===== src/hw/bus_ctrl_defs.vh =====
// Purpose: Shared constants for the backplane bus controller
// Assumes: Included by bare name from the design files
// Notes: Timing counts are in cycles of the 250 MHz core clock
`ifndef BUS_CTRL_DEFS_VH
`define BUS_CTRL_DEFS_VH
// ------------------------------------------------------------
// Cycle kinds on the command port
// ------------------------------------------------------------
`define KIND_MEM_RD 2'h0
`define KIND_MEM_WR 2'h1
`define KIND_IO_RD 2'h2
`define KIND_IO_WR 2'h3
// ------------------------------------------------------------
// Machine cycle states
// ------------------------------------------------------------
`define ST_IDLE 3'h0
`define ST_ADDR 3'h1
`define ST_XFER 3'h2
`define ST_DONE 3'h3
`define ST_RELEASED 3'h4
`define ST_INTAK 3'h5
`define ST_REFRESH 3'h6
// ------------------------------------------------------------
// Timing and reset values
// ------------------------------------------------------------
`define CLK_PERIOD_NS 4
`define SYNC_SYS_CLOCK_NS 125
`define POR_TIME_NS 1000
`define POR_CYCLES ((`POR_TIME_NS + `CLK_PERIOD_NS - 1) / `CLK_PERIOD_NS)
`define POR_CNT_W 9
`define REFRESH_INTERVAL 16'h0200
`define ADDR_RESET 16'h0000
`define DATA_RESET 8'h00
`endif


===== src/hw/sync2.v =====
// Purpose: Two flip-flop synchroniser for a vector of pins
// Assumes: Inputs are asynchronous to clk_i
// Notes: First stage is read only by the second stage
`timescale 1ns/1ps
module sync2 #(
   parameter WIDTH = 1,
   parameter [WIDTH-1:0] INIT = {WIDTH{1'b1}}
) (
   // Clock and reset
   input wire clk_i,
   input wire rst_n_i,
   // Data
   input wire [WIDTH-1:0] d_i,
   output wire [WIDTH-1:0] q_o
);
   reg [WIDTH-1:0] meta_reg;
   reg [WIDTH-1:0] stable_reg;
   always @(posedge clk_i) begin
      if (!rst_n_i) begin
         meta_reg <= INIT;
         stable_reg <= INIT;
      end else begin
         meta_reg <= d_i;
         stable_reg <= meta_reg;
      end
   end
   assign q_o = stable_reg;
endmodule // sync2


===== src/hw/reset_gen.v =====
// Purpose: System reset generator from power-on and pushbutton
// Assumes: Pushbutton input already synchronised
// Notes: Power-on stretch counted from the core reset release
`timescale 1ns/1ps
`include "bus_ctrl_defs.vh"
module reset_gen #(
   parameter POR_COUNT = `POR_CYCLES
) (
   // Clock and reset
   input wire clk_i,
   input wire rst_n_i,
   // Reset sources and output
   input wire pb_reset_n_i,
   output reg sys_reset_n_o
);
   reg [`POR_CNT_W-1:0] por_cnt_reg;
   wire por_done;
   assign por_done = (por_cnt_reg == POR_COUNT[`POR_CNT_W-1:0]);
   always @(posedge clk_i) begin
      if (!rst_n_i) begin
         por_cnt_reg <= {`POR_CNT_W{1'b0}};
         sys_reset_n_o <= 1'b0;
      end else begin
         if (!por_done) begin
            por_cnt_reg <= por_cnt_reg + 1'b1;
         end
         sys_reset_n_o <= por_done & pb_reset_n_i;
      end
   end
endmodule // reset_gen


===== src/hw/bus_ctrl.v =====
// Purpose: Processor-side controller of an 8-bit backplane bus
// Assumes: All bus pins asynchronous; bus clock sampled, not used as clock
// Notes: Machine cycles advance on rising edges of the bus clock
//
// What this block does
// - Float data drivers unless transferring
// - Data lines are active high
// - Strobes set data direction
// - Drive tri-state active-high address bus
// - Float bus on request after cycle
// - Assert bus acknowledge at cycle end
// - I/O request only with valid I/O address
// - Memory request only with valid address
// - Write strobe only with valid data
// - Generate tri-state refresh strobe
// - One sync pulse per machine cycle
// - Status one marks instruction fetch
// - Ignore masked interrupt requests
// - Acknowledge accepted interrupt with INTAK
// - Wait request stalls, address held
// - Non-maskable interrupt has top priority after bus request
// - Reset on power-on or pushbutton
`timescale 1ns/1ps
`include "bus_ctrl_defs.vh"
module bus_ctrl #(
   parameter POR_COUNT = `POR_CYCLES,
   parameter [15:0] REFRESH_GAP = `REFRESH_INTERVAL
) (
   // Clock and reset
   input wire CLOCK_I,
   input wire RST_N_I,
   // Core command port
   input wire CMD_VALID_I,
   input wire [1:0] CMD_KIND_I,
   input wire CMD_FETCH_I,
   input wire [15:0] CMD_ADDR_I,
   input wire [7:0] CMD_WDATA_I,
   input wire INT_ENABLE_I,
   output reg CMD_READY_O,
   output reg RSP_VALID_O,
   output reg [7:0] RSP_RDATA_O,
   output reg NMI_TAKEN_O,
   output reg INT_TAKEN_O,
   output reg [7:0] INT_VECTOR_O,
   // Bus clock sampled from the backplane
   input wire BUS_CLOCK_N_I,
   // Address bus
   output reg [15:0] ADDR_O,
   output reg ADDR_OE_O,
   // Data bus
   input wire [7:0] DATA_I,
   output reg [7:0] DATA_O,
   output reg DATA_OE_O,
   // Control strobes
   output reg RD_N_O,
   output reg WR_N_O,
   output reg MEMRQ_N_O,
   output reg IORQ_N_O,
   output reg REFRESH_N_O,
   output reg MCSYNC_N_O,
   output reg STATUS1_N_O,
   output reg CTRL_OE_O,
   output reg INTAK_N_O,
   // Bus handover, wait, interrupts
   input wire BUSRQ_N_I,
   output reg BUSAK_N_O,
   input wire WAITRQ_N_I,
   input wire INTRQ_N_I,
   input wire NMIRQ_N_I,
   // System reset
   input wire PBRESET_N_I,
   output reg SYSRESET_N_O
);
   // ------------------------------------------------------------
   // Input synchronisers
   // ------------------------------------------------------------
   wire [7:0] data_s;
   wire [5:0] ctl_s;
   wire clk_s, busrq_n_s, waitrq_n_s, intrq_n_s, nmirq_n_s, pbreset_n_s;
   sync2 #(.WIDTH(8), .INIT(8'h00)) u_data_sync (
      .clk_i(CLOCK_I),
      .rst_n_i(RST_N_I),
      .d_i(DATA_I),
      .q_o(data_s)
   );
   sync2 #(.WIDTH(6), .INIT(6'h3f)) u_ctl_sync (
      .clk_i(CLOCK_I),
      .rst_n_i(RST_N_I),
      .d_i({BUS_CLOCK_N_I, BUSRQ_N_I, WAITRQ_N_I, INTRQ_N_I, NMIRQ_N_I, PBRESET_N_I}),
      .q_o(ctl_s)
   );
   assign {clk_s, busrq_n_s, waitrq_n_s, intrq_n_s, nmirq_n_s, pbreset_n_s} = ctl_s;
   // ------------------------------------------------------------
   // Bus clock edge and system reset
   // ------------------------------------------------------------
   reg clk_d_reg;
   wire tick;
   wire sys_reset_n;
   // Active-low bus clock: its falling level edge is the processor rising edge
   assign tick = clk_d_reg & ~clk_s;
   reset_gen #(.POR_COUNT(POR_COUNT)) u_reset_gen (
      .clk_i(CLOCK_I),
      .rst_n_i(RST_N_I),
      .pb_reset_n_i(pbreset_n_s),
      .sys_reset_n_o(sys_reset_n)
   );
   // ------------------------------------------------------------
   // Machine cycle sequencer
   // ------------------------------------------------------------
   reg [2:0] state_reg;
   reg [1:0] kind_reg;
   reg fetch_reg;
   reg nmi_pend_reg;
   reg nmi_prev_reg;
   reg [15:0] ref_cnt_reg;
   reg [6:0] ref_addr_reg;
   wire is_rd;
   wire is_io;
   wire ref_due;
   wire nmi_edge;
   // Edge seen this cycle counts too, so a tick on the same edge cannot favour INTRQ
   assign nmi_edge = nmi_prev_reg & ~nmirq_n_s;
   assign is_rd = (kind_reg == `KIND_MEM_RD) || (kind_reg == `KIND_IO_RD);
   assign is_io = kind_reg[1];
   assign ref_due = (ref_cnt_reg == REFRESH_GAP);
   always @(posedge CLOCK_I) begin
      if (!RST_N_I) begin
         clk_d_reg <= 1'b1;
         state_reg <= `ST_IDLE;
         kind_reg <= `KIND_MEM_RD;
         fetch_reg <= 1'b0;
         nmi_pend_reg <= 1'b0;
         nmi_prev_reg <= 1'b1;
         ref_cnt_reg <= 16'h0000;
         ref_addr_reg <= 7'h00;
         ADDR_O <= `ADDR_RESET;
         ADDR_OE_O <= 1'b0;
         DATA_O <= `DATA_RESET;
         DATA_OE_O <= 1'b0;
         RD_N_O <= 1'b1;
         WR_N_O <= 1'b1;
         MEMRQ_N_O <= 1'b1;
         IORQ_N_O <= 1'b1;
         REFRESH_N_O <= 1'b1;
         MCSYNC_N_O <= 1'b1;
         STATUS1_N_O <= 1'b1;
         CTRL_OE_O <= 1'b0;
         INTAK_N_O <= 1'b1;
         BUSAK_N_O <= 1'b1;
         CMD_READY_O <= 1'b0;
         RSP_VALID_O <= 1'b0;
         RSP_RDATA_O <= `DATA_RESET;
         NMI_TAKEN_O <= 1'b0;
         INT_TAKEN_O <= 1'b0;
         INT_VECTOR_O <= `DATA_RESET;
         SYSRESET_N_O <= 1'b0;
      end else begin
         clk_d_reg <= clk_s;
         SYSRESET_N_O <= sys_reset_n;
         RSP_VALID_O <= 1'b0;
         NMI_TAKEN_O <= 1'b0;
         INT_TAKEN_O <= 1'b0;
         CMD_READY_O <= 1'b0;
         nmi_prev_reg <= nmirq_n_s;
         // Edge-latched so a short pulse is not lost; set wins over take
         if (nmi_edge) begin
            nmi_pend_reg <= 1'b1;
         end else if (NMI_TAKEN_O) begin
            nmi_pend_reg <= 1'b0;
         end
         if (!ref_due) begin
            ref_cnt_reg <= ref_cnt_reg + 16'h0001;
         end
         if (!sys_reset_n) begin
            state_reg <= `ST_IDLE;
            ADDR_OE_O <= 1'b0;
            DATA_OE_O <= 1'b0;
            CTRL_OE_O <= 1'b0;
            BUSAK_N_O <= 1'b1;
            RD_N_O <= 1'b1;
            WR_N_O <= 1'b1;
            MEMRQ_N_O <= 1'b1;
            IORQ_N_O <= 1'b1;
            REFRESH_N_O <= 1'b1;
            MCSYNC_N_O <= 1'b1;
            STATUS1_N_O <= 1'b1;
            INTAK_N_O <= 1'b1;
            nmi_pend_reg <= 1'b0;
         end else if (tick) begin
            case (state_reg)
               `ST_IDLE: begin
                  MCSYNC_N_O <= 1'b1;
                  CTRL_OE_O <= 1'b1;
                  ADDR_OE_O <= 1'b1;
                  if (!busrq_n_s) begin
                     ADDR_OE_O <= 1'b0;
                     DATA_OE_O <= 1'b0;
                     CTRL_OE_O <= 1'b0;
                     BUSAK_N_O <= 1'b0;
                     state_reg <= `ST_RELEASED;
                  end else if (nmi_pend_reg || nmi_edge) begin
                     NMI_TAKEN_O <= 1'b1;
                  end else if (!intrq_n_s && INT_ENABLE_I) begin
                     MCSYNC_N_O <= 1'b0;
                     INTAK_N_O <= 1'b0;
                     state_reg <= `ST_INTAK;
                  end else if (ref_due) begin
                     ADDR_O <= {9'h000, ref_addr_reg};
                     REFRESH_N_O <= 1'b0;
                     MEMRQ_N_O <= 1'b0;
                     MCSYNC_N_O <= 1'b0;
                     ref_addr_reg <= ref_addr_reg + 7'h01;
                     ref_cnt_reg <= 16'h0000;
                     state_reg <= `ST_REFRESH;
                  end else if (CMD_VALID_I) begin
                     kind_reg <= CMD_KIND_I;
                     fetch_reg <= CMD_FETCH_I;
                     ADDR_O <= CMD_ADDR_I;
                     DATA_O <= CMD_WDATA_I;
                     MCSYNC_N_O <= 1'b0;
                     STATUS1_N_O <= ~(CMD_FETCH_I && CMD_KIND_I == `KIND_MEM_RD);
                     CMD_READY_O <= 1'b1;
                     state_reg <= `ST_ADDR;
                  end
               end
               `ST_ADDR: begin
                  MCSYNC_N_O <= 1'b1;
                  MEMRQ_N_O <= is_io;
                  IORQ_N_O <= ~is_io;
                  RD_N_O <= ~is_rd;
                  DATA_OE_O <= ~is_rd;
                  state_reg <= `ST_XFER;
               end
               `ST_XFER: begin
                  // Wait holds strobes and address
                  if (waitrq_n_s) begin
                     WR_N_O <= is_rd;
                     state_reg <= `ST_DONE;
                  end
               end
               `ST_DONE: begin
                  if (is_rd) begin
                     RSP_RDATA_O <= data_s;
                  end
                  RSP_VALID_O <= 1'b1;
                  RD_N_O <= 1'b1;
                  WR_N_O <= 1'b1;
                  MEMRQ_N_O <= 1'b1;
                  IORQ_N_O <= 1'b1;
                  STATUS1_N_O <= 1'b1;
                  DATA_OE_O <= 1'b0;
                  state_reg <= `ST_IDLE;
               end
               `ST_INTAK: begin
                  MCSYNC_N_O <= 1'b1;
                  if (waitrq_n_s) begin
                     INT_VECTOR_O <= data_s;
                     INT_TAKEN_O <= 1'b1;
                     INTAK_N_O <= 1'b1;
                     state_reg <= `ST_IDLE;
                  end
               end
               `ST_REFRESH: begin
                  MCSYNC_N_O <= 1'b1;
                  REFRESH_N_O <= 1'b1;
                  MEMRQ_N_O <= 1'b1;
                  state_reg <= `ST_IDLE;
               end
               `ST_RELEASED: begin
                  if (busrq_n_s) begin
                     BUSAK_N_O <= 1'b1;
                     state_reg <= `ST_IDLE;
                  end
               end
               default: begin
                  state_reg <= `ST_IDLE;
               end
            endcase
         end
      end
   end
endmodule // bus_ctrl


===== config.mk =====
export PLATFORM = sky130hd
export DESIGN_NAME = bus_ctrl
export DESIGN_NICKNAME = d
export VERILOG_FILES = /design/src/hw/sync2.v /design/src/hw/reset_gen.v /design/src/hw/bus_ctrl.v
export VERILOG_INCLUDE_DIRS = /design/src /design/src/hw
export SDC_FILE = /design/constraint.sdc
export NUM_CORES = 1
export LEC_CHECK = 0
export ABC_CLOCK_PERIOD_IN_PS = 2500
export BUFFER_PORTS_ARGS = -buffer_cell sky130_fd_sc_hd__buf_4
export CAP_MARGIN = 30
export CORE_UTILIZATION = 30
export CTS_CLUSTER_DIAMETER = 50
export DETAILED_ROUTE_END_ITERATION = 12
export PLACE_DENSITY_LB_ADDON = 0.12
export RECOVER_POWER = 50
export SETUP_SLACK_MARGIN = 0.4
export SYNTH_ARGS = -nofsm -noshare
export SYNTH_HDL_FRONTEND = slang
export SYNTH_SLANG_ARGS = --single-unit
export TNS_END_PERCENT = 1

===== constraint.sdc =====
create_clock -name CLOCK_I -period 2.5 [get_ports CLOCK_I]
set_clock_uncertainty 0.05 [all_clocks]
set_input_delay 0.375 -clock CLOCK_I [delete_from_list [all_inputs] [get_ports CLOCK_I]]
set_output_delay 0.375 -clock CLOCK_I [all_outputs]
set_load 0.01 [all_outputs]

==> impl_metrics.csv, run 1 <==
group,metric,value,unit
outcome,status,"finished, final reports clean",
worst_setup_path,critPathArrivalTime,2.40,ns
synth,ys.flop_type,"dfxtp_1",
placed_design,io_buffers,101,
power_and_ir_drop,power_density,708,nW/µm²
global_routing,grt_pass1_wl,19400,µm
die,io_pins,102,
die,rows,46,
clock_network,cts_max_level,4,
finish,antennaDiodeCount,0,
global_routing,track_usage,15.0,%
placed_design,dp.cells,847,
route,drtAntennaViolNets,0,
worst_setup_path,worstPathRequired,2.80,ns
sta,slew_headroom,37.1,%
die,die_w,131,µm
flow_run,maxCapViolations,0,
power_and_ir_drop,vdd_drop_max,0.453,mV
clock_network,cts-root-buf,"clkbuf_16",
placed_design,placed_area,5990,µm²
synth,avgSynthCellArea,9.10,µm²
synth,postSynthCellCount,548,
synth,synth-seq-area-share,50.2,%
synth,ys_ff_latch,125,
synth,yosysWarningCount,0,
sta,finalSetupTns,0,ns
route,drt_pass1_iterations,4,
worst_setup_path,path_max_fanout,10,
worst_setup_path,crit_slowest_cell,"or4b_4",
synth,synth_nets,599,
worst_setup_path,end_kind,"flip-flop",
worst_setup_path,crit_buf_inv,0,
finish,fin_cells,880,
sta,period_share,83.9,%
global_routing,antenna_found_initial,0,
route,viasPerCell,4.67,
sta,setup_viol,0,
worst_setup_path,worstSetupPathType,"reg -> reg",
route,wl_per_cell,13.7,µm
power_and_ir_drop,total_power,4540,µW
die,core_area,16100,µm²
placed_design,place_congestion,0.795,
hold_path,hold_class,"in -> reg",
worst_setup_path,crit_path_start_kind,"flip-flop",
synth,synth_cell_type_count,55,
global_routing,grt_max_degree,54,
worst_setup_path,critical_path.top_delay_family,"simple AND/OR/NAND/NOR gates",
clock_network,cts_made_buffers,17,
global_routing,use_met1,18.4,%
sta,whs,0.0885,ns
finish,num-nets-final,702,
clock_network,clock_path_buffers,2,
clock_network,clock_latency,0.42,ns
global_routing,grt_pass1_vias,3904,
sta,worstMarginPinSlew,0.943,ns
power_and_ir_drop,power.leakage,0.00247,µW
worst_setup_path,critPathMaxStageDelay,0.57,ns
finish,final_common_cell,"dfxtp_1",
route,wl,12100,µm
finish,fin_area,6420,µm²
sta,period_needed,2.10,ns
global_routing,grt_util_met2,23.5,%
clock_network,cts_tree,"built",
route,vias,4112,
synth,syn_area,4990,µm²
clock_network,postCtsHoldBufs,0,
route,post-route-drc-count,0,
die,die_h,131,µm
synth,synth_edf_count,0,
finish,drive_gt1_share,17.3,%
global_routing,grt_overflow,0,
global_routing,top_usage_layer,"met2",
die,floorplan.die_area,17100,µm²
finish,layout_common_cells,"121 x dfxtp_1, 64 x nand2_1, 61 x buf_4",
clock_network,path_clk_slew,0.06,ns
sta,hold_viol,0,
sta,max_freq,0.477,GHz
worst_setup_path,cp_cell_sequence,"or4b_4, nor2_8, nand3_4, or4_1, a21oi_1",
die,start_util,31.1,%
clock_network,cts.sinks,125,
sta,maxSlewViolCount,0,
finish,area_growth,28.8,%
placed_design,dpl.hpwl,8550,µm
sta,rsz0062_at_grt,"true",
global_routing,grtUsageMet3,5.05,%
synth,async_flop_share,0,%
route,drt_iter0_markers,178,
## final cells by class
class,instances,area [µm²]
Sequential cell,125,2510
Timing Repair Buffer,116,673
Tap cell,216,270
Clock inverter,15,141
Inverter,7,26.3
Fill cell,1649,9640
Clock buffer,17,425
Multi-Input combinational cell,384,2380
## kinds of logic (layout without fill, tap and decap cells)
kind of cell,Yosys count,count (layout),synth area share (%)
XOR/XNOR,22,22,3.86
adder cells (fa/ha/maj),6,6,1.51
AND/OR/NAND/NOR,251,251,26.5
multiplexers,22,22,4.42
flip-flops,125,125,50.2
buffers and inverters,39,155,3.29
AO/OA/AOI/OAI,83,83,10.2
## worst reg2reg max path, cell delays in order (launching register included)
cell	delay, ns
dfxtp_1	0.41
or4b_4	0.57
nor2_8	0.17
nand3_4	0.14
or4_1	0.53
a21oi_1	0.15
## Yosys cell counts, types with 2 or more instances
master / instances / area, µm²
xor2_1: 12 / 105
a31oi_1: 9 / 56.3
ha_1: 6 / 75.1
o21ai_0: 33 / 165
o211ai_1: 4 / 30.0
buf_4: 2 / 15.0
or3_1: 6 / 37.5
clkbuf_1: 26 / 97.6
o22ai_1: 9 / 56.3
dfxtp_1: 125 / 2500
nor4_1: 3 / 18.8
nor4b_2: 2 / 30.0
o31ai_1: 3 / 22.5
nand3_1: 27 / 135
nand2b_1: 20 / 125
and4_1: 2 / 17.5
a21oi_1: 12 / 60.1
inv_1: 7 / 26.3
xnor2_1: 10 / 87.6
and3_1: 3 / 18.8
nand2_1: 64 / 240
buf_2: 2 / 10.0
nand4_1: 13 / 81.3
nor2_1: 59 / 221
nor2b_1: 5 / 31.3
a211oi_1: 2 / 15.0
and2_1: 17 / 106
nor4_2: 2 / 25.0
mux2i_1: 22 / 220
nor3_1: 11 / 55.1
nand3b_1: 5 / 37.5
o211a_1: 2 / 20.0
## power breakdown
part           total (µW)  leakage [µW]  internal, µW  switching, µW
Clock                2320      0.000247          1370            951
Sequential           2040       0.00102          2020           18.8
Combinational         178       0.00121          92.5           85.1
## per-layer routing
metal  share of wire [%]  routed length (µm)
met5                   0                   0
met3                 4.6                 559
met4                 1.9                 223
met2                  48                5760
met1                  46                5510
## per-stage QoR
step | utilization, % | worst slack (ns)
global route | 40.0 | 0.308
floorplan | - | 0.456
detailed placement | 37.3 | 0.335
CTS | 41.1 | 0.398
finish | 40.0 | 0.402
global placement | 37.3 | 0.375
## final timing paths
kind	startpoint	to	slack [ns]	depth (start not counted)
max	state_reg[1]	ref_addr_reg[5]	0.40	5
min	BUS_CLOCK_N_I	u_ctl_sync.meta_reg[5]	0.09	2
max reg2reg	state_reg[1]	ref_addr_reg[5]	0.40	5
min reg2reg	u_ctl_sync.meta_reg[4]	u_ctl_sync.q_o[4]	0.36	1
## timing repair
item                       in CTS  in global routing
setup buffers                   0                  1
pin swaps                       3                  3
resized for setup              10                  4
setup endpoints to repair       9                 32
cloned                          0                  0
Note: power is estimated with default switching activity, not from simulation.
==> run 2: changes to the inputs <==
ABC_AREA = 1   (was not set)
ABC_CLOCK_PERIOD_IN_PS = 2000   (was 2500)
clock period = 2 ns   (was 2.5 ns; I/O delays follow)
==> impl_metrics.csv, run 2 <==
group,metric,value,unit
synth,yosysMostFrequentCell,"dfxtp_1",
synth,synthAdderAreaFrac,1.48,%
worst_setup_path,critPathArrivalTime,1.96,ns
worst_setup_path,worstSetupPathType,"reg -> reg",
sta,finalSetupTns,0,ns
clock_network,cts_made_buffers,17,
synth,synth_area_leaders,"dfxtp_1 49%, nand2_1 9.0%, nor2_1 7.5%",
route,wl_met3,683,µm
worst_setup_path,worstPathRequired,2.26,ns
synth,ys_top_cells_by_count,"125 x dfxtp_1, 122 x nand2_1, 101 x nor2_1, 71 x inv_1, 51 x o21ai_0",
synth,yosys.area.top_type,"dfxtp_1",
synth,ys_ff_latch,125,
synth,syn_area,5060,µm²
worst_setup_path,reg2regPathDepth,12,
finish,drive_gt1_share,22.7,%
synth,synth_nets,714,
synth,yosysTopAreaCellShare,49.4,%
route,viasPerCell,4.44,
worst_setup_path,path_max_fanout,7,
sta,period_needed,1.70,ns
global_routing,grt_pass1_wl,21300,µm
sta,slew_headroom,47.3,%
clock_network,cts_tree,"built",
worst_setup_path,end_kind,"flip-flop",
finish,fin_cells,1044,
global_routing,grt_max_degree,45,
synth,synth_top_family_by_area,"simple AND/OR/NAND/NOR gates",
die,rows,47,
placed_design,place_congestion,0.849,
sta,rsz0062_at_grt,"true",
finish,layout_common_cells,"119 x dfxtp_1, 111 x nand2_1, 94 x nor2_1",
synth,postSynthCellCount,663,
route,route.met2.wl,5840,µm
clock_network,path_clk_slew,0.06,ns
synth,synth.area.mux_share,0,%
hold_path,hold_path_depth,3,
synth,avgSynthCellArea,7.64,µm²
finish,area_growth,38.7,%
sta,hold_viol,0,
die,start_util,30.7,%
global_routing,antenna_found_initial,0,
sta,maxSlewViolCount,0,
finish,antennaDiodeCount,0,
route,post-route-drc-count,0,
global_routing,grt_overflow,0,
placed_design,dp.cells,979,
route,drtAntennaViolNets,0,
synth,synth_edf_count,0,
route,wl,12900,µm
power_and_ir_drop,vdd_drop_max,0.605,mV
finish,num-nets-final,863,
placed_design,io_buffers,101,
power_and_ir_drop,total_power,5970,µW
route,drt_iter0_markers,312,
synth,synth_cell_type_count,36,
placed_design,dpl.hpwl,9080,µm
flow_run,maxCapViolations,0,
sta,max_freq,0.588,GHz
route,top_layer,"met4",
route,wl_per_cell,12.3,µm
die,die_w,132,µm
route,wl_met1,6160,µm
outcome,status,"finished, final reports clean",
synth,yosysWarningCount,0,
worst_setup_path,crit_path_start_kind,"flip-flop",
clock_network,clock_latency,0.42,ns
synth,synth_xor_area_share,1.21,%
die,floorplan.die_area,17400,µm²
synth,synth-seq-area-share,49.4,%
route,vias,4638,
synth,synth_compound_area_share,10.5,%
synth,synthSimpleGateAreaFrac,29.8,%
sta,setup_viol,0,
global_routing,grt_pass1_vias,4309,
clock_network,cts.sinks,125,
synth,ys.flop_type,"dfxtp_1",
global_routing,track_usage,15.5,%
finish,final_common_cell,"dfxtp_1",
clock_network,cts-root-buf,"clkbuf_16",
die,io_pins,102,
clock_network,cts_max_level,4,
finish,fillCellCount,1698,
power_and_ir_drop,power.leakage,0.00304,µW
synth,async_flop_share,0,%
sta,worstMarginPinSlew,0.791,ns
sta,period_share,85.0,%
route,drt_pass1_iterations,5,
die,die_h,132,µm
power_and_ir_drop,power_density,850,nW/µm²
clock_network,clock_path_buffers,2,
hold_path,hold_class,"in -> reg",
die,core_area,16500,µm²
## run 2: logic make-up (layout without fill, tap and decap cells)
group,count (synthesis),count (layout)
and+or+nand+nor,330,332
DFF,125,125
AOI/OAI and AO/OA,101,101
buffers and inverters,94,253
xor gates and xnor gates,7,7
adders and majority gates,6,6
## run 2: area by class of cell
class                           instances  area [µm²]  area share, %
Multi-Input combinational cell        446        2370           33.7
Clock buffer                           18         439           6.25
Inverter                               76         288           4.10
Clock inverter                         13         166           2.37
Sequential cell                       125        2520           35.8
Tap cell                              220         275           3.92
Timing Repair Buffer                  146         971           13.8
## run 2: worst paths after layout
kind,from,end,slack (ns)
max,ref_cnt_reg[0],ADDR_O[0],0.30
min,DATA_I[1],u_data_sync.meta_reg[1],0.02
max reg2reg,ref_cnt_reg[0],ADDR_O[0],0.30
min reg2reg,u_ctl_sync.meta_reg[4],u_ctl_sync.q_o[4],0.36
## run 2: per-stage QoR
stage	util (%)	cell area, µm²	worst slack (ns)	hold WS (ns)
after floorplan	-	5110	0.333	0.340
after global placement	37.1	6130	0.177	0.348
after detailed placement	37.1	6130	0.117	0.348
after CTS	43.6	7200	0.328	0.00304
after global routing	42.5	7030	0.204	0.00444
final	42.5	7030	0.300	0.0199
## run 2: critical path, cell delays in order, from the launching register on
cell     delay [ns]
dfxtp_4        0.35
inv_4          0.06
ha_4           0.13
inv_1          0.04
nor2_2         0.08
nand2_2        0.08
nor2_4         0.15
nand2_4        0.10
nor2_4         0.17
nor2_4         0.08
buf_12         0.14
o21ai_1        0.11
nor2_1         0.05
## run 2: power breakdown
group          leakage [µW]  switching (µW)  internal, µW
Combinational       0.00174             141           140
Sequential          0.00102            19.3          2530
Clock              0.000288            1160          1990
Total               0.00304            1320          4650
## run 2: metal layers
metal  global-route usage [%]  vias up
met3                     4.54       16
met2                     24.6      123
li1                         -     2439
met4                     6.01        0
met1                     19.8     2060
met5                        0        -
## run 2: timing repair
item / CTS / global route
gates resized for setup: 50 / 11
endpoints found under the setup margin: 66 / 71
buffers inserted: 22 / 0
hold buffers: 9 / 0
gates cloned: 2 / 1
pin swaps: 18 / 7
hold endpoints to repair: 9 / 0
